[src/rtl/dlt_defines.svh]
`ifndef DLT_DEFINES_SVH
`define DLT_DEFINES_SVH

// register byte offsets on the bus
`define DLT_OFS_CONTROL 8'h00
`define DLT_OFS_MODE 8'h04
`define DLT_OFS_CLOCK 8'h08
`define DLT_OFS_T0_LOW 8'h0c
`define DLT_OFS_T0_HIGH 8'h10
`define DLT_OFS_T1_LOW 8'h14
`define DLT_OFS_T1_HIGH 8'h18
`define DLT_OFS_IRQ_CFG 8'h1c

// control register fields
`define DLT_CTL_FLAG1 7
`define DLT_CTL_RUN1 6
`define DLT_CTL_FLAG0 5
`define DLT_CTL_RUN0 4

// mode register fields (mode fields give their low bit)
`define DLT_MOD_TIMER1_GATING_SELECT 7
`define DLT_MOD_CSEL1 6
`define DLT_MOD_MODE1 4
`define DLT_MOD_TIMER0_GATING_SELECT 3
`define DLT_MOD_CSEL0 2
`define DLT_MOD_MODE0 0

// clock register fields
`define DLT_CLK_SYS1 3
`define DLT_CLK_SYS0 2
`define DLT_CLK_PRESCALE 0

// interrupt configuration fields
`define DLT_IRQ_POL1 3
`define DLT_IRQ_POL0 2
`define DLT_IRQ_EN1 1
`define DLT_IRQ_EN0 0

// reset values
`define DLT_RST_BYTE 8'h00

// prescaler divisors and the external divide-by-8 terminal count
`define DLT_DIV_12 6'h0c
`define DLT_DIV_4 6'h04
`define DLT_DIV_48 6'h30
`define DLT_EXT_LAST 3'h7

// bus responses
`define DLT_RESP_OKAY 2'h0
`define DLT_RESP_SLVERR 2'h2

`endif

[src/rtl/dlt_pkg.sv]
package dlt_pkg;

	typedef enum logic [1:0] {
		dlt_mode_13bit = 2'b00,
		dlt_mode_16bit = 2'b01,
		dlt_mode_reload = 2'b10,
		dlt_mode_split = 2'b11
	} dlt_mode_type;

	typedef enum logic [1:0] {
		dlt_pre_div12 = 2'b00,
		dlt_pre_div4 = 2'b01,
		dlt_pre_div48 = 2'b10,
		dlt_pre_ext8 = 2'b11
	} dlt_prescale_type;

	typedef struct packed {
		logic run;
		logic gate;
		logic count_sel;
		logic sysclk_sel;
		logic irq_en;
		logic polarity;
		dlt_mode_type mode;
	} dlt_timer_cfg_type;

	typedef struct packed {
		logic [7:0] high;
		logic [7:0] low;
	} dlt_count_type;

	typedef struct packed {
		logic ovf;
		dlt_count_type cnt;
	} dlt_step_type;

endpackage

[src/rtl/dlt_prescaler.sv]
`timescale 1ns/1ps
`include "dlt_defines.svh"

module dlt_prescaler
	import dlt_pkg::*;
(
	input wire logic aclk,
	input wire logic aresetn,
	input wire logic clk_en,
	input wire dlt_prescale_type prescale_field,
	input wire logic ext_clk,
	output logic tick
);

	logic [5:0] div_cnt;
	logic [5:0] next_div_cnt;
	logic [5:0] limit;
	logic [2:0] ext_sync;
	logic [2:0] ext_cnt;
	logic [2:0] next_ext_cnt;
	logic next_tick;

	always_comb begin
		next_div_cnt = div_cnt;
		next_ext_cnt = ext_cnt;
		next_tick = 1'b0;
		unique case (prescale_field)
			dlt_pre_div12: limit = `DLT_DIV_12;
			dlt_pre_div4: limit = `DLT_DIV_4;
			dlt_pre_div48: limit = `DLT_DIV_48;
			dlt_pre_ext8: limit = `DLT_DIV_4;
		endcase
		if (prescale_field == dlt_pre_ext8) begin
			// external clock is resynchronised, rising edges counted
			next_div_cnt = 6'h00;
			if (ext_sync[1] && !ext_sync[2]) begin // [RULE_19]
				next_ext_cnt = ext_cnt + 3'h1;
				next_tick = (ext_cnt == `DLT_EXT_LAST);
			end
		end else if (div_cnt >= limit - 6'h01) begin // [RULE_19]
			next_div_cnt = 6'h00;
			next_tick = 1'b1;
		end else begin
			next_div_cnt = div_cnt + 6'h01;
		end
	end

	always_ff @(posedge aclk) begin
		if (!aresetn) begin
			div_cnt <= 6'h00;
			ext_cnt <= 3'h0;
			ext_sync <= 3'h0;
			tick <= 1'b0;
		end else if (clk_en) begin
			div_cnt <= next_div_cnt;
			ext_cnt <= next_ext_cnt;
			ext_sync <= {ext_sync[1:0], ext_clk};
			tick <= next_tick;
		end
	end
endmodule

[src/rtl/dlt_timers.sv]
// Our own choices: the placing of the registers and the AXI4-Lite slave port.
`timescale 1ns/1ps
`include "dlt_defines.svh"
// Behaviour
// [RULE_01] counter function adds one per falling edge on the count pin
// [RULE_02] external events up to a quarter of the system clock are counted
// [RULE_03] the event source holds each level at least two system clocks
// [RULE_04] each timer is 16 bits, reached as separate low and high bytes
// [RULE_05] mode 0 uses high byte and low bits 4..0; low bits 7..5 ignored
// [RULE_06] mode 0 wrap from all ones sets the overflow flag
// [RULE_07] timer function counts system clock or prescaled clock per select
// [RULE_08] count only with run set and gate off or gating input active
// [RULE_09] setting run neither clears nor reloads the count
// [RULE_10] timer 1 mirrors timer 0 in modes 0..2 with its own bits
// [RULE_11] mode 1 counts all 16 bits and flags on wrap
// [RULE_12] mode 2 low byte counts, reloads from high byte on overflow
// [RULE_13] software loads the low byte before enabling mode 2
// [RULE_14] split mode low byte uses timer 0 controls and flag
// [RULE_15] split high byte counts clocks, runs on timer 1 run, sets flag 1
// [RULE_16] in split mode timer 1 takes no pin, sets no flag, still overflows
// [RULE_17] in split mode timer 1 runs in modes 0..2 and stops in mode 3
// [RULE_18] interrupt request needs flag and enable; modes set independently
// [RULE_19] prescale 00 /12, 01 /4, 10 /48, 11 external clock /8
// [RULE_20] mode field: 13-bit, 16-bit, reload, split or inactive
// [RULE_21] flags clear by software write or by interrupt vectoring
// [RULE_22] count pins are synchronised and falling edges detected

module dlt_timers
	import dlt_pkg::*;
(
	input wire logic aclk,
	input wire logic aresetn,
	input wire logic clk_en,
	input wire logic [7:0] s_axi_awaddr,
	input wire logic s_axi_awvalid,
	output logic s_axi_awready,
	input wire logic [31:0] s_axi_wdata,
	input wire logic [3:0] s_axi_wstrb,
	input wire logic s_axi_wvalid,
	output logic s_axi_wready,
	output logic [1:0] s_axi_bresp,
	output logic s_axi_bvalid,
	input wire logic s_axi_bready,
	input wire logic [7:0] s_axi_araddr,
	input wire logic s_axi_arvalid,
	output logic s_axi_arready,
	output logic [31:0] s_axi_rdata,
	output logic [1:0] s_axi_rresp,
	output logic s_axi_rvalid,
	input wire logic s_axi_rready,
	input wire logic timer0_count_pin,
	input wire logic timer1_count_pin,
	input wire logic gating_input_zero,
	input wire logic gating_input_one,
	input wire logic ext_clk,
	input wire logic timer0_irq_ack,
	input wire logic timer1_irq_ack,
	output logic timer0_irq,
	output logic timer1_irq,
	output logic timer1_overflow_pulse
);

	function automatic logic dlt_mapped(input logic [7:0] a);
		return a == `DLT_OFS_CONTROL || a == `DLT_OFS_MODE ||
			a == `DLT_OFS_CLOCK || a == `DLT_OFS_T0_LOW ||
			a == `DLT_OFS_T0_HIGH || a == `DLT_OFS_T1_LOW ||
			a == `DLT_OFS_T1_HIGH || a == `DLT_OFS_IRQ_CFG;
	endfunction

	// one count step for modes 0..3 of the low/whole register
	function automatic dlt_step_type dlt_step(input dlt_mode_type m,
		input dlt_count_type c);
		dlt_step_type r;
		r.ovf = 1'b0;
		r.cnt = c;
		unique case (m)
			dlt_mode_13bit: begin
				{r.ovf, r.cnt.high, r.cnt.low[4:0]} =
					{1'b0, c.high, c.low[4:0]} + 14'h0001; // [RULE_05] [RULE_06]
			end
			dlt_mode_16bit: begin
				{r.ovf, r.cnt} = {1'b0, c} + 17'h00001; // [RULE_11]
			end
			dlt_mode_reload: begin
				{r.ovf, r.cnt.low} = {1'b0, c.low} + 9'h001;
				if (r.ovf) begin
					r.cnt.low = c.high; // [RULE_12]
				end
			end
			dlt_mode_split: begin
				{r.ovf, r.cnt.low} = {1'b0, c.low} + 9'h001; // [RULE_14]
			end
		endcase
		return r;
	endfunction

	dlt_timer_cfg_type cfg0, cfg1, next_cfg0, next_cfg1;
	dlt_prescale_type prescale, next_prescale;
	dlt_count_type cnt0, cnt1, next_cnt0, next_cnt1;
	dlt_step_type step0, step1;
	logic flag0, flag1, next_flag0, next_flag1;
	logic next_t1_pulse;
	logic presc_tick;
	logic [2:0] pin_sync [2];
	logic [1:0] pin_fall;
	logic [1:0] pin_in;
	logic t0_split, t0_go, t1_go, th0_go, th0_ovf, t0_ovf, t1_ovf;
	logic tick0, tick1, en0, en1, set0, set1;

	// bus state
	logic aw_held, w_held, next_aw_held, next_w_held;
	logic [7:0] aw_addr, next_aw_addr;
	logic [7:0] w_data, next_w_data;
	logic w_lane0, next_w_lane0;
	logic bvalid, next_bvalid, rvalid, next_rvalid;
	logic [1:0] bresp, next_bresp, rresp, next_rresp;
	logic [7:0] rdata, next_rdata;
	logic do_wr, wr_en;
	logic wr_ctl, wr_mode, wr_clk, wr_irq, wr_t0l, wr_t0h, wr_t1l, wr_t1h;

	dlt_prescaler u_prescaler (
		.aclk(aclk),
		.aresetn(aresetn),
		.clk_en(clk_en),
		.prescale_field(prescale),
		.ext_clk(ext_clk),
		.tick(presc_tick)
	);

	assign pin_in = {timer1_count_pin, timer0_count_pin};

	genvar gi;
	generate
		for (gi = 0; gi < 2; gi++) begin : g_pin
			always_ff @(posedge aclk) begin
				if (!aresetn) begin
					pin_sync[gi] <= 3'h7;
				end else if (clk_en) begin
					pin_sync[gi] <= {pin_sync[gi][1:0], pin_in[gi]};
				end
			end
			// one-cycle enable per high-to-low step
			assign pin_fall[gi] = pin_sync[gi][2] && !pin_sync[gi][1]; // [RULE_22] [RULE_02]
		end
	endgenerate

	assign t0_split = (cfg0.mode == dlt_mode_split);
	assign tick0 = cfg0.count_sel ? pin_fall[0] :
		(cfg0.sysclk_sel ? 1'b1 : presc_tick); // [RULE_07] [RULE_01]
	assign tick1 = (cfg1.count_sel && !t0_split) ? pin_fall[1] :
		(cfg1.sysclk_sel ? 1'b1 : presc_tick); // [RULE_10] [RULE_16]
	assign en0 = cfg0.run &&
		(!cfg0.gate || gating_input_zero == cfg0.polarity); // [RULE_08]
	assign en1 = t0_split ? (cfg1.mode != dlt_mode_split) : // [RULE_17]
		(cfg1.run && cfg1.mode != dlt_mode_split &&
		(!cfg1.gate || gating_input_one == cfg1.polarity)); // [RULE_10] [RULE_20]
	assign t0_go = en0 && tick0;
	assign t1_go = en1 && tick1;
	assign th0_go = t0_split && cfg1.run &&
		(cfg0.sysclk_sel ? 1'b1 : presc_tick); // [RULE_15]
	assign th0_ovf = th0_go && cnt0.high == 8'hff;
	assign step0 = dlt_step(cfg0.mode, cnt0);
	assign step1 = dlt_step(cfg1.mode, cnt1);
	assign t0_ovf = t0_go && step0.ovf;
	assign t1_ovf = t1_go && step1.ovf;
	assign set0 = t0_ovf;
	assign set1 = t0_split ? th0_ovf : t1_ovf; // [RULE_15] [RULE_16]

	assign timer0_irq = flag0 && cfg0.irq_en; // [RULE_18]
	assign timer1_irq = flag1 && cfg1.irq_en; // [RULE_18]

	assign do_wr = aw_held && w_held && !bvalid;
	assign wr_en = do_wr && w_lane0;
	assign wr_ctl = wr_en && aw_addr == `DLT_OFS_CONTROL;
	assign wr_mode = wr_en && aw_addr == `DLT_OFS_MODE;
	assign wr_clk = wr_en && aw_addr == `DLT_OFS_CLOCK;
	assign wr_irq = wr_en && aw_addr == `DLT_OFS_IRQ_CFG;
	assign wr_t0l = wr_en && aw_addr == `DLT_OFS_T0_LOW;
	assign wr_t0h = wr_en && aw_addr == `DLT_OFS_T0_HIGH;
	assign wr_t1l = wr_en && aw_addr == `DLT_OFS_T1_LOW;
	assign wr_t1h = wr_en && aw_addr == `DLT_OFS_T1_HIGH;

	always_comb begin
		next_cfg0 = cfg0;
		next_cfg1 = cfg1;
		next_prescale = prescale;
		next_cnt0 = cnt0;
		next_cnt1 = cnt1;
		next_flag0 = flag0;
		next_flag1 = flag1;
		next_t1_pulse = t1_ovf; // [RULE_16]
		if (t0_go) begin
			next_cnt0 = step0.cnt; // [RULE_14]
		end
		if (th0_go) begin
			next_cnt0.high = cnt0.high + 8'h01; // [RULE_15]
		end
		if (t1_go) begin
			next_cnt1 = step1.cnt; // [RULE_10]
		end
		// run bit writes leave the counts alone
		if (wr_ctl) begin
			next_cfg1.run = w_data[`DLT_CTL_RUN1]; // [RULE_09]
			next_cfg0.run = w_data[`DLT_CTL_RUN0]; // [RULE_09]
		end
		if (wr_mode) begin
			next_cfg1.gate = w_data[`DLT_MOD_TIMER1_GATING_SELECT];
			next_cfg1.count_sel = w_data[`DLT_MOD_CSEL1];
			next_cfg1.mode = dlt_mode_type'(w_data[`DLT_MOD_MODE1 +: 2]); // [RULE_20]
			next_cfg0.gate = w_data[`DLT_MOD_TIMER0_GATING_SELECT];
			next_cfg0.count_sel = w_data[`DLT_MOD_CSEL0];
			next_cfg0.mode = dlt_mode_type'(w_data[`DLT_MOD_MODE0 +: 2]); // [RULE_18]
		end
		if (wr_clk) begin
			next_cfg1.sysclk_sel = w_data[`DLT_CLK_SYS1];
			next_cfg0.sysclk_sel = w_data[`DLT_CLK_SYS0];
			next_prescale =
				dlt_prescale_type'(w_data[`DLT_CLK_PRESCALE +: 2]); // [RULE_19]
		end
		if (wr_irq) begin
			next_cfg1.polarity = w_data[`DLT_IRQ_POL1];
			next_cfg0.polarity = w_data[`DLT_IRQ_POL0];
			next_cfg1.irq_en = w_data[`DLT_IRQ_EN1];
			next_cfg0.irq_en = w_data[`DLT_IRQ_EN0];
		end
		// software byte writes win over counting
		if (wr_t0l) next_cnt0.low = w_data; // [RULE_04]
		if (wr_t0h) next_cnt0.high = w_data; // [RULE_04]
		if (wr_t1l) next_cnt1.low = w_data;
		if (wr_t1h) next_cnt1.high = w_data;
		// flags: clear by vectoring or write, hardware set wins
		if (timer0_irq_ack) next_flag0 = 1'b0; // [RULE_21]
		if (timer1_irq_ack) next_flag1 = 1'b0; // [RULE_21]
		if (wr_ctl) begin
			next_flag1 = w_data[`DLT_CTL_FLAG1];
			next_flag0 = w_data[`DLT_CTL_FLAG0];
		end
		if (set0) next_flag0 = 1'b1; // [RULE_06] [RULE_11] [RULE_12]
		if (set1) next_flag1 = 1'b1; // [RULE_15]
	end

	always_ff @(posedge aclk) begin
		if (!aresetn) begin
			cfg0 <= '0;
			cfg1 <= '0;
			prescale <= dlt_pre_div12;
			cnt0 <= {`DLT_RST_BYTE, `DLT_RST_BYTE};
			cnt1 <= {`DLT_RST_BYTE, `DLT_RST_BYTE};
			flag0 <= 1'b0;
			flag1 <= 1'b0;
			timer1_overflow_pulse <= 1'b0;
		end else if (clk_en) begin
			cfg0 <= next_cfg0;
			cfg1 <= next_cfg1;
			prescale <= next_prescale;
			cnt0 <= next_cnt0;
			cnt1 <= next_cnt1;
			flag0 <= next_flag0;
			flag1 <= next_flag1;
			timer1_overflow_pulse <= next_t1_pulse;
		end
	end

	// bus slave: handshakes stall while the clock enable is low
	assign s_axi_awready = !aw_held && clk_en;
	assign s_axi_wready = !w_held && clk_en;
	assign s_axi_arready = !rvalid && clk_en;
	assign s_axi_bvalid = bvalid && clk_en;
	assign s_axi_rvalid = rvalid && clk_en;
	assign s_axi_bresp = bresp;
	assign s_axi_rresp = rresp;
	assign s_axi_rdata = {24'h000000, rdata};

	always_comb begin
		next_aw_held = aw_held;
		next_aw_addr = aw_addr;
		next_w_held = w_held;
		next_w_data = w_data;
		next_w_lane0 = w_lane0;
		next_bvalid = bvalid;
		next_bresp = bresp;
		if (s_axi_awvalid && s_axi_awready) begin
			next_aw_held = 1'b1;
			next_aw_addr = {s_axi_awaddr[7:2], 2'b00};
		end
		if (s_axi_wvalid && s_axi_wready) begin
			next_w_held = 1'b1;
			next_w_data = s_axi_wdata[7:0];
			next_w_lane0 = s_axi_wstrb[0];
		end
		if (bvalid && s_axi_bready) next_bvalid = 1'b0;
		if (do_wr) begin
			next_aw_held = 1'b0;
			next_w_held = 1'b0;
			next_bvalid = 1'b1;
			next_bresp = dlt_mapped(aw_addr) ? `DLT_RESP_OKAY : `DLT_RESP_SLVERR;
		end
	end

	always_comb begin
		next_rvalid = rvalid;
		next_rdata = rdata;
		next_rresp = rresp;
		if (rvalid && s_axi_rready) next_rvalid = 1'b0;
		if (s_axi_arvalid && s_axi_arready) begin
			next_rvalid = 1'b1;
			next_rresp = dlt_mapped({s_axi_araddr[7:2], 2'b00}) ?
				`DLT_RESP_OKAY : `DLT_RESP_SLVERR;
			unique case ({s_axi_araddr[7:2], 2'b00})
				`DLT_OFS_CONTROL: next_rdata =
					{flag1, cfg1.run, flag0, cfg0.run, 4'h0};
				`DLT_OFS_MODE: next_rdata = {cfg1.gate, cfg1.count_sel,
					cfg1.mode, cfg0.gate, cfg0.count_sel, cfg0.mode};
				`DLT_OFS_CLOCK: next_rdata =
					{4'h0, cfg1.sysclk_sel, cfg0.sysclk_sel, prescale};
				`DLT_OFS_T0_LOW: next_rdata = cnt0.low;
				`DLT_OFS_T0_HIGH: next_rdata = cnt0.high;
				`DLT_OFS_T1_LOW: next_rdata = cnt1.low;
				`DLT_OFS_T1_HIGH: next_rdata = cnt1.high;
				`DLT_OFS_IRQ_CFG: next_rdata = {4'h0, cfg1.polarity,
					cfg0.polarity, cfg1.irq_en, cfg0.irq_en};
				default: next_rdata = 8'h00;
			endcase
		end
	end

	always_ff @(posedge aclk) begin
		if (!aresetn) begin
			aw_held <= 1'b0;
			aw_addr <= 8'h00;
			w_held <= 1'b0;
			w_data <= 8'h00;
			w_lane0 <= 1'b0;
			bvalid <= 1'b0;
			bresp <= `DLT_RESP_OKAY;
			rvalid <= 1'b0;
			rdata <= 8'h00;
			rresp <= `DLT_RESP_OKAY;
		end else if (clk_en) begin
			aw_held <= next_aw_held;
			aw_addr <= next_aw_addr;
			w_held <= next_w_held;
			w_data <= next_w_data;
			w_lane0 <= next_w_lane0;
			bvalid <= next_bvalid;
			bresp <= next_bresp;
			rvalid <= next_rvalid;
			rdata <= next_rdata;
			rresp <= next_rresp;
		end
	end
endmodule

[config.mk]
export PLATFORM = sky130hd
export DESIGN_NAME = dlt_timers
export DESIGN_NICKNAME = d
export VERILOG_FILES = /design/src/rtl/dlt_pkg.sv /design/src/rtl/dlt_prescaler.sv /design/src/rtl/dlt_timers.sv
export VERILOG_INCLUDE_DIRS = /design/src /design/src/rtl
export SDC_FILE = /design/constraint.sdc
export NUM_CORES = 1
export LEC_CHECK = 0
export BUFFER_PORTS_ARGS = -buffer_cell sky130_fd_sc_hd__buf_2
export CAP_MARGIN = 20
export CORE_MARGIN = 2
export CORE_UTILIZATION = 50
export DETAILED_ROUTE_END_ITERATION = 8
export GPL_ROUTABILITY_DRIVEN = 0
export PLACE_DENSITY = 0.83
export SLEW_MARGIN = 5
export SYNTH_ARGS = -nofsm -noshare
export SYNTH_HDL_FRONTEND = slang
export SYNTH_SLANG_ARGS = --single-unit
[constraint.sdc]
create_clock -name aclk -period 2.4 [get_ports aclk]
set_input_delay 0.72 -clock aclk [delete_from_list [all_inputs] [get_ports aclk]]
set_output_delay 0.72 -clock aclk [all_outputs]
set_load 0.01 [all_outputs]
==> load_flow_metrics.sql, run 1 <==
INSERT INTO impl_metrics (metric_group, metric, value, unit) VALUES
('run_status', 'run_status', 'completed', ''),
('route', 'antenna_left', '0', ''),
('job', 'maxCapViolations', '0', ''),
('logic_synthesis', 'netlist_instances', '776', ''),
('logic_synthesis', 'yosysTopAreaCell', 'sky130_fd_sc_hd__dfxtp_1', ''),
('timing', 'total_negative_slack', '0', 'ps'),
('place', 'port-buffer-count', '53', ''),
('pwr', 'power.share.switching', '0.250', ''),
('clock_network', 'postCtsSetupRepairBufs', '0', ''),
('logic_synthesis', 'synth-warning-count', '0', ''),
('hold_path', 'hold_path_class', 'reg2reg', ''),
('route', 'route.vias.total', '6095', ''),
('logic_synthesis', 'postSynth.asyncResetShare', '0', ''),
('logic_synthesis', 'synthMostInstantiatedCell', 'sky130_fd_sc_hd__dfxtp_1', ''),
('clock_network', 'clk_lat_worst_skew', '360', 'ps'),
('clock_network', 'cts_root_buf', 'sky130_fd_sc_hd__clkbuf_16', ''),
('route', 'wl_per_cell', '17.7', 'µm'),
('timing', 'rsz0062_at_grt', 'false', ''),
('logic_synthesis', 'ys_types', '77', ''),
('timing', 'count_of_final_setup_violators', '0', ''),
('layout', 'nNetsFinal', '908', ''),
('timing', 'finalCritPeriodShare', '0.934', ''),
('logic_synthesis', 'synth_ff_type', 'sky130_fd_sc_hd__dfxtp_1', ''),
('timing', 'hold_viol', '0', ''),
('route', 'detail_route.first_pass.iterations', '8', ''),
('route', 'starting_drt_drc_count', '662', ''),
('floorplanning', 'die_width', '115', 'µm'),
('global_routing', 'antenna_found_initial', '0', ''),
('global_routing', 'grt_pass1_vias', '5270', ''),
('global_routing', 'first_pass_grt_wire_length', '27400', 'µm'),
('route', 'vias_per_cell', '6.10', ''),
('logic_synthesis', 'synth-edff-count', '6', ''),
('pwr', 'power.total', '3.50', 'mW'),
('global_routing', 'grt_use_total', '0.266', ''),
('clock_network', 'clkTransAtPathRegs', '70', 'ps'),
('clock_network', 'cts-buffers-inserted', '9', ''),
('clock_network', 'holdBufCountCts', '0', ''),
('pwr', 'share_seq_of_total_power', '0.507', ''),
('setup_path', 'worstSetupPathType', 'reg2reg', ''),
('clock_network', 'total_number_of_clock_tree_sinks', '101', ''),
('timing', 'relSlewSlack', '0.612', ''),
('route', 'drt_drc_violations_left', '0', ''),
('pwr', 'share_clk_of_total_power', '0.420', ''),
('logic_synthesis', 'synthTopCellsByCount', 'sky130_fd_sc_hd__dfxtp_1, sky130_fd_sc_hd__nor2_1, sky130_fd_sc_hd__nand2_1', ''),
('logic_synthesis', 'postSynthRegisterBits', '101', ''),
('floorplanning', 'floorplan.die.height', '115', 'µm'),
('setup_path', 'cp.arrival', '2490', 'ps'),
('clock_network', 'clockBufferDepth', '2', ''),
('setup_path', 'critPathRequiredTime', '2650', 'ps'),
('layout', 'layout.core_utilization', '0.573', ''),
('clock_network', 'tritoncts', 'done', ''),
('layout', 'drive_gt1_frac', '0.156', ''),
('timing', 'fin_worst_skew', '9.29', 'ps'),
('setup_path', 'critPathMaxFanout', '8', ''),
('pwr', 'p_per_area', '507', 'nW/µm²'),
('floorplanning', 'core', '12100', 'µm²'),
('timing', 'worstMarginPinSlew', '581', 'ps'),
('setup_path', 'startpoint_type', 'flop', ''),
('layout', 'synthToLayoutAreaGrowth', '11.8', '%'),
('layout', 'antenna_cells', '0', ''),
('pwr', 'static-leakage-power', '2.80', 'nW'),
('place', 'hpwlAfterDp', '12800', 'µm'),
('pwr', 'power.switching', '0.875', 'mW'),
('pwr', 'p_int', '2.63', 'mW'),
('logic_synthesis', 'post_synth_main_area_contributors', 'sky130_fd_sc_hd__dfxtp_1, sky130_fd_sc_hd__mux2i_1, sky130_fd_sc_hd__nor2_1, sky130_fd_sc_hd__nand2_1, sky130_fd_sc_hd__a21oi_1', ''),
('global_routing', 'grt_max_degree', '52', ''),
('floorplanning', 'top_ports', '111', ''),
('logic_synthesis', 'yosysSeqAreaShare', '0.337', ''),
('timing', 'slew_violations', '0', ''),
('logic_synthesis', 'synthesis.area_per_instance', '7.97', 'µm²'),
('logic_synthesis', 'netlist_area', '6180', 'µm²'),
('pwr', 'power.ir.vdd_worst', '0.000548', 'V'),
('global_routing', 'overflow', '0', ''),
('timing', 'achievable-frequency', '446', 'MHz'),
('clock_network', 'cts_resized', '0', ''),
('setup_path', 'endpoint_kind', 'flop', ''),
('timing', 'period_needed', '2240', 'ps'),
('pwr', 'share_comb_of_total_power', '0.074', ''),
('floorplanning', 'num_rows', '40', ''),
('floorplanning', 'floorplan.die_area', '13300', 'µm²'),
('clock_network', 'cts.htree.levels', '3', ''),
('logic_synthesis', 'synth_top_area_share', '0.308', ''),
('floorplanning', 'floorplan.initialDensity', '0.512', ''),
('route', 'drt_wl_total', '17700', 'µm');
state kept, by name (all words and copies together) (netlist names), 2 cells and up:
signal,flops
cnt0,16
u_prescaler.ext_sync,3
prescale,2
pin_sync,6
cnt1,16
cfg1,8
u_prescaler.ext_cnt,3
rdata,8
cfg0,8
u_prescaler.div_cnt,6
aw_addr,6
w_data,8
layer usage:
layer | up-vias | routed length [µm] | GRT usage | part of all wire
li1 | 2865 | - | - | -
met4 | 0 | 557 | 0.0851 | 0.032
met2 | 382 | 7710 | 0.410 | 0.44
met3 | 59 | 2090 | 0.0691 | 0.12
met5 | - | 0 | 0 | 0
met1 | 2789 | 7310 | 0.364 | 0.41
kinds of logic after synthesis:
group | after synthesis | synth area share
AND/OR/NAND/NOR | 324 | 0.264
XOR/XNOR | 11 | 0.0156
AO/OA/AOI/OAI | 189 | 0.204
buffers and inverters | 89 | 0.0731
other | 2 | 0.00122
adder cells (fa/ha/maj) | 14 | 0.0283
multiplexers | 46 | 0.0769
flip-flops | 101 | 0.337
worst max-delay path, cell delays in order (launching register included):
cell                      delay [ps]
sky130_fd_sc_hd__dfxtp_1         340
sky130_fd_sc_hd__ha_1            430
sky130_fd_sc_hd__inv_2           130
sky130_fd_sc_hd__a31oi_2         260
sky130_fd_sc_hd__nand3_2         110
sky130_fd_sc_hd__buf_4           170
sky130_fd_sc_hd__or4_1           520
sky130_fd_sc_hd__nand4_1         110
sky130_fd_sc_hd__nand3_1          60
power by group through the flow:
stage | logic, mW | registers (mW) | clock network (mW)
floorplan | 0.205 | 1.78 | 0
global placement | 0.248 | 1.81 | 0
detailed placement | 0.254 | 1.81 | 0
CTS | 0.255 | 1.77 | 1.48
global route | 0.283 | 1.78 | 1.56
finish | 0.258 | 1.77 | 1.47
final cells by class:
class / count / area, µm²
multi-input combinational: 611 / 3740
timing repair buffer: 84 / 510
inverter: 20 / 75.1
sequential: 101 / 2080
tap: 168 / 210
clock inverter: 5 / 58.8
fill: 1141 / 5150
clock buffer: 11 / 233
cell usage in the layout, fill, tap and decap left out, types with 7 or more instances in the layout:
cell type,instances
sky130_fd_sc_hd__dfxtp_1,95
sky130_fd_sc_hd__a22oi_1,15
sky130_fd_sc_hd__nor4_1,7
sky130_fd_sc_hd__conb_1,27
sky130_fd_sc_hd__o22ai_1,8
sky130_fd_sc_hd__a31oi_1,11
sky130_fd_sc_hd__nand4_1,17
sky130_fd_sc_hd__nor3_1,27
sky130_fd_sc_hd__nand3_1,29
sky130_fd_sc_hd__and3_1,7
sky130_fd_sc_hd__o21ai_0,28
sky130_fd_sc_hd__nand2b_1,7
sky130_fd_sc_hd__buf_2,53
sky130_fd_sc_hd__nor2b_1,7
sky130_fd_sc_hd__a211o_1,7
sky130_fd_sc_hd__clkbuf_16,9
sky130_fd_sc_hd__o211ai_1,9
sky130_fd_sc_hd__ha_1,14
sky130_fd_sc_hd__mux2i_1,43
sky130_fd_sc_hd__or2_2,8
sky130_fd_sc_hd__and2_1,9
sky130_fd_sc_hd__nor2_1,90
sky130_fd_sc_hd__nand2_1,81
sky130_fd_sc_hd__inv_1,17
sky130_fd_sc_hd__a21oi_1,46
sky130_fd_sc_hd__a21o_1,10
sky130_fd_sc_hd__o21ai_1,9
sky130_fd_sc_hd__xnor2_1,7
sky130_fd_sc_hd__buf_4,30
stage by stage:
step,cell area (µm²),setup slack (ps),hold WS [ps],cells
6_report,6910,159,444,1000
3_3_place_gp,6620,81.0,439,984
3_5_place_dp,6620,91.3,446,984
5_1_grt,6910,43.5,483,1000
2_1_floorplan,6270,48.2,443,801
4_1_cts,6910,204,455,1000
path summary, 6_finish.rpt:
path / from / endpoint / slack [ps] / depth (start not counted)
min: timer1_overflow_pulse / timer1_overflow_pulse / 440 / 2
max reg2reg: cfg0[0] / cnt1[13] / 160 / 8
max: cfg0[0] / cnt1[13] / 160 / 8
min reg2reg: timer1_overflow_pulse / timer1_overflow_pulse / 440 / 2
Note: power is estimated with default switching activity, not from simulation.
==> run 2: changes to the inputs <==
--- a/config.mk
+++ b/config.mk
@@ -9,10 +9,10 @@
 export BUFFER_PORTS_ARGS = -buffer_cell sky130_fd_sc_hd__buf_2
 export CAP_MARGIN = 20
 export CORE_MARGIN = 2
-export CORE_UTILIZATION = 50
+export CORE_UTILIZATION = 30
 export DETAILED_ROUTE_END_ITERATION = 8
 export GPL_ROUTABILITY_DRIVEN = 0
-export PLACE_DENSITY = 0.83
+export PLACE_DENSITY = 0.58
 export SLEW_MARGIN = 5
 export SYNTH_ARGS = -nofsm -noshare
 export SYNTH_HDL_FRONTEND = slang
==> load_flow_metrics.sql, run 2 (synthesized netlist as in run 1, its figures left out) <==
INSERT INTO impl_metrics (metric_group, metric, value, unit) VALUES
('run_status', 'run_status', 'completed', ''),
('clock_network', 'clk_lat_worst_skew', '360', 'ps'),
('floorplanning', 'floorplan.die_area', '21800', 'µm²'),
('pwr', 'static-leakage-power', '2.88', 'nW'),
('timing', 'total_negative_slack', '0', 'ps'),
('place', 'port-buffer-count', '53', ''),
('job', 'maxCapViolations', '0', ''),
('setup_path', 'cp.arrival', '2520', 'ps'),
('clock_network', 'clkTransAtPathRegs', '80', 'ps'),
('timing', 'worstMarginPinSlew', '603', 'ps'),
('clock_network', 'cts-buffers-inserted', '9', ''),
('setup_path', 'critical_path.slowest_cell', 'sky130_fd_sc_hd__or4_1', ''),
('clock_network', 'cts.htree.levels', '3', ''),
('setup_path', 'critPathRequiredTime', '2680', 'ps'),
('floorplanning', 'core', '20200', 'µm²'),
('clock_network', 'tritoncts', 'done', ''),
('floorplanning', 'num_rows', '52', ''),
('place', 'hpwlAfterDp', '14300', 'µm'),
('clock_network', 'cts_resized', '0', ''),
('global_routing', 'grt_pass1_vias', '5126', ''),
('pwr', 'p_per_area', '492', 'nW/µm²'),
('timing', 'relSlewSlack', '0.597', ''),
('route', 'antenna_left', '0', ''),
('route', 'detail_route.first_pass.iterations', '5', ''),
('layout', 'mostFrequentLayoutCells', 'sky130_fd_sc_hd__dfxtp_1, sky130_fd_sc_hd__nor2_1, sky130_fd_sc_hd__nand2_1, sky130_fd_sc_hd__buf_2, sky130_fd_sc_hd__a21oi_1', ''),
('timing', 'period_needed', '2230', 'ps'),
('floorplanning', 'floorplan.initialDensity', '0.305', ''),
('setup_path', 'path_cells', 'ha_1 > nand4bb_1 > o21ai_1 > buf_4 > nand3_2 > or2_1 > or4_1 > a31oi_1', ''),
('setup_path', 'max_stage_delay', '470', 'ps'),
('route', 'drt_drc_violations_left', '0', ''),
('timing', 'fin_worst_skew', '12.6', 'ps'),
('global_routing', 'grt_util_met3', '0.0312', ''),
('setup_path', 'path_delay_family', 'simple AND/OR/NAND/NOR gates', ''),
('clock_network', 'total_number_of_clock_tree_sinks', '101', ''),
('global_routing', 'grt_max_degree', '62', ''),
('floorplanning', 'die_width', '148', 'µm'),
('layout', 'nNetsFinal', '922', ''),
('global_routing', 'grt_use_total', '0.176', ''),
('layout', 'antenna_cells', '0', ''),
('layout', 'largest_registers', 'cnt0 x16, cnt1 x16', ''),
('setup_path', 'critical_path.startpoint', 'cfg0[0]', ''),
('hold_path', 'worstHoldStart', 'timer1_overflow_pulse', ''),
('route', 'starting_drt_drc_count', '593', ''),
('clock_network', 'cts_root_buf', 'sky130_fd_sc_hd__clkbuf_16', ''),
('layout', 'fin_cells', '1116', ''),
('global_routing', 'globalRoute.busiestLayer', 'met1', ''),
('setup_path', 'startpoint_type', 'flop', ''),
('layout', 'layout.core_utilization', '0.354', ''),
('global_routing', 'overflow', '0', ''),
('layout', 'final_common_cell', 'sky130_fd_sc_hd__dfxtp_1', ''),
('timing', 'finalCritPeriodShare', '0.930', ''),
('timing', 'finalWorstSetupSlack', '168', 'ps'),
('floorplanning', 'top_ports', '111', ''),
('global_routing', 'antenna_found_initial', '0', ''),
('timing', 'slew_violations', '0', ''),
('timing', 'rsz0062_at_grt', 'false', ''),
('timing', 'hold_viol', '0', ''),
('setup_path', 'worstSetupPathType', 'reg2reg', ''),
('setup_path', 'cp.buffers_inverters', '1', ''),
('pwr', 'power.total', '3.52', 'mW'),
('timing', 'achievable-frequency', '448', 'MHz'),
('floorplanning', 'floorplan.die.height', '148', 'µm'),
('route', 'vias_per_cell', '5.35', ''),
('global_routing', 'groute.layer.met1.usage', '0.263', ''),
('setup_path', 'endpoint_kind', 'flop', ''),
('global_routing', 'first_pass_grt_wire_length', '29700', 'µm'),
('pwr', 'power.ir.vdd_worst', '0.000393', 'V'),
('route', 'route.vias.total', '5975', ''),
('place', 'preCtsSetupSlack', '36.6', 'ps'),
('place', 'dp_cells', '1100', ''),
('clock_network', 'clockBufferDepth', '2', ''),
('layout', 'fill_cells', '2114', ''),
('layout', 'drive_gt1_frac', '0.171', ''),
('global_routing', 'gr-usage-met2', '0.258', ''),
('layout', 'synthToLayoutAreaGrowth', '15.8', '%'),
('clock_network', 'postCtsSetupRepairBufs', '0', ''),
('setup_path', 'critPathMaxFanout', '6', ''),
('route', 'wl_per_cell', '17.4', 'µm'),
('setup_path', 'setup_slack_reg_to_reg', '170', 'ps'),
('hold_path', 'hold_path_class', 'reg2reg', ''),
('timing', 'count_of_final_setup_violators', '0', ''),
('clock_network', 'holdBufCountCts', '0', ''),
('setup_path', 'r2r_start', 'cfg0[0]', ''),
('route', 'drt_wl_total', '19400', 'µm');
## run 2: cell type report
cell class	count	area, µm²	area share
multi-input cells	611	3740	0.523
flip-flops and latches	101	2080	0.291
repair buffers	98	628	0.0877
well taps	270	338	0.0472
clock buffers	12	256	0.0358
inverters	20	75.1	0.0105
clock inverters	4	37.5	0.00524
## run 2: where the power goes
group	total, mW	internal (mW)	switching, mW	leakage (nW)
clock network	1.48	0.779	0.698	0.146
registers	1.77	1.72	0.0532	0.820
logic	0.270	0.0972	0.173	1.92
total	3.52	2.60	0.924	2.88
## run 2: metrics by stage
stage               cell area (µm²)  hold slack (ps)
floorplan                      6270              443
global placement               6860              437
detailed placement             6860              444
CTS                            7160              458
global route                   7160              493
finish                         7160              450
## run 2: path summary, 6_finish.rpt
kind / endpoint / cells after the start
max reg2reg: cnt1[15] / 8
min: timer1_overflow_pulse / 2
min reg2reg: timer1_overflow_pulse / 2
max: cnt1[15] / 8
## run 2: worst min-delay path, cell delays in order, from the launching register on
cell                      delay (ps)
sky130_fd_sc_hd__dfxtp_1         310
sky130_fd_sc_hd__nand2_1          50
sky130_fd_sc_hd__nand2_1          50
## run 2: metal layers
metal / wire length, µm / vias up
met2: 8200 / 287
met1: 9180 / 2765
met5: 0 / -
met4: 311 / 0
met3: 1720 / 21
li1: - / 2902
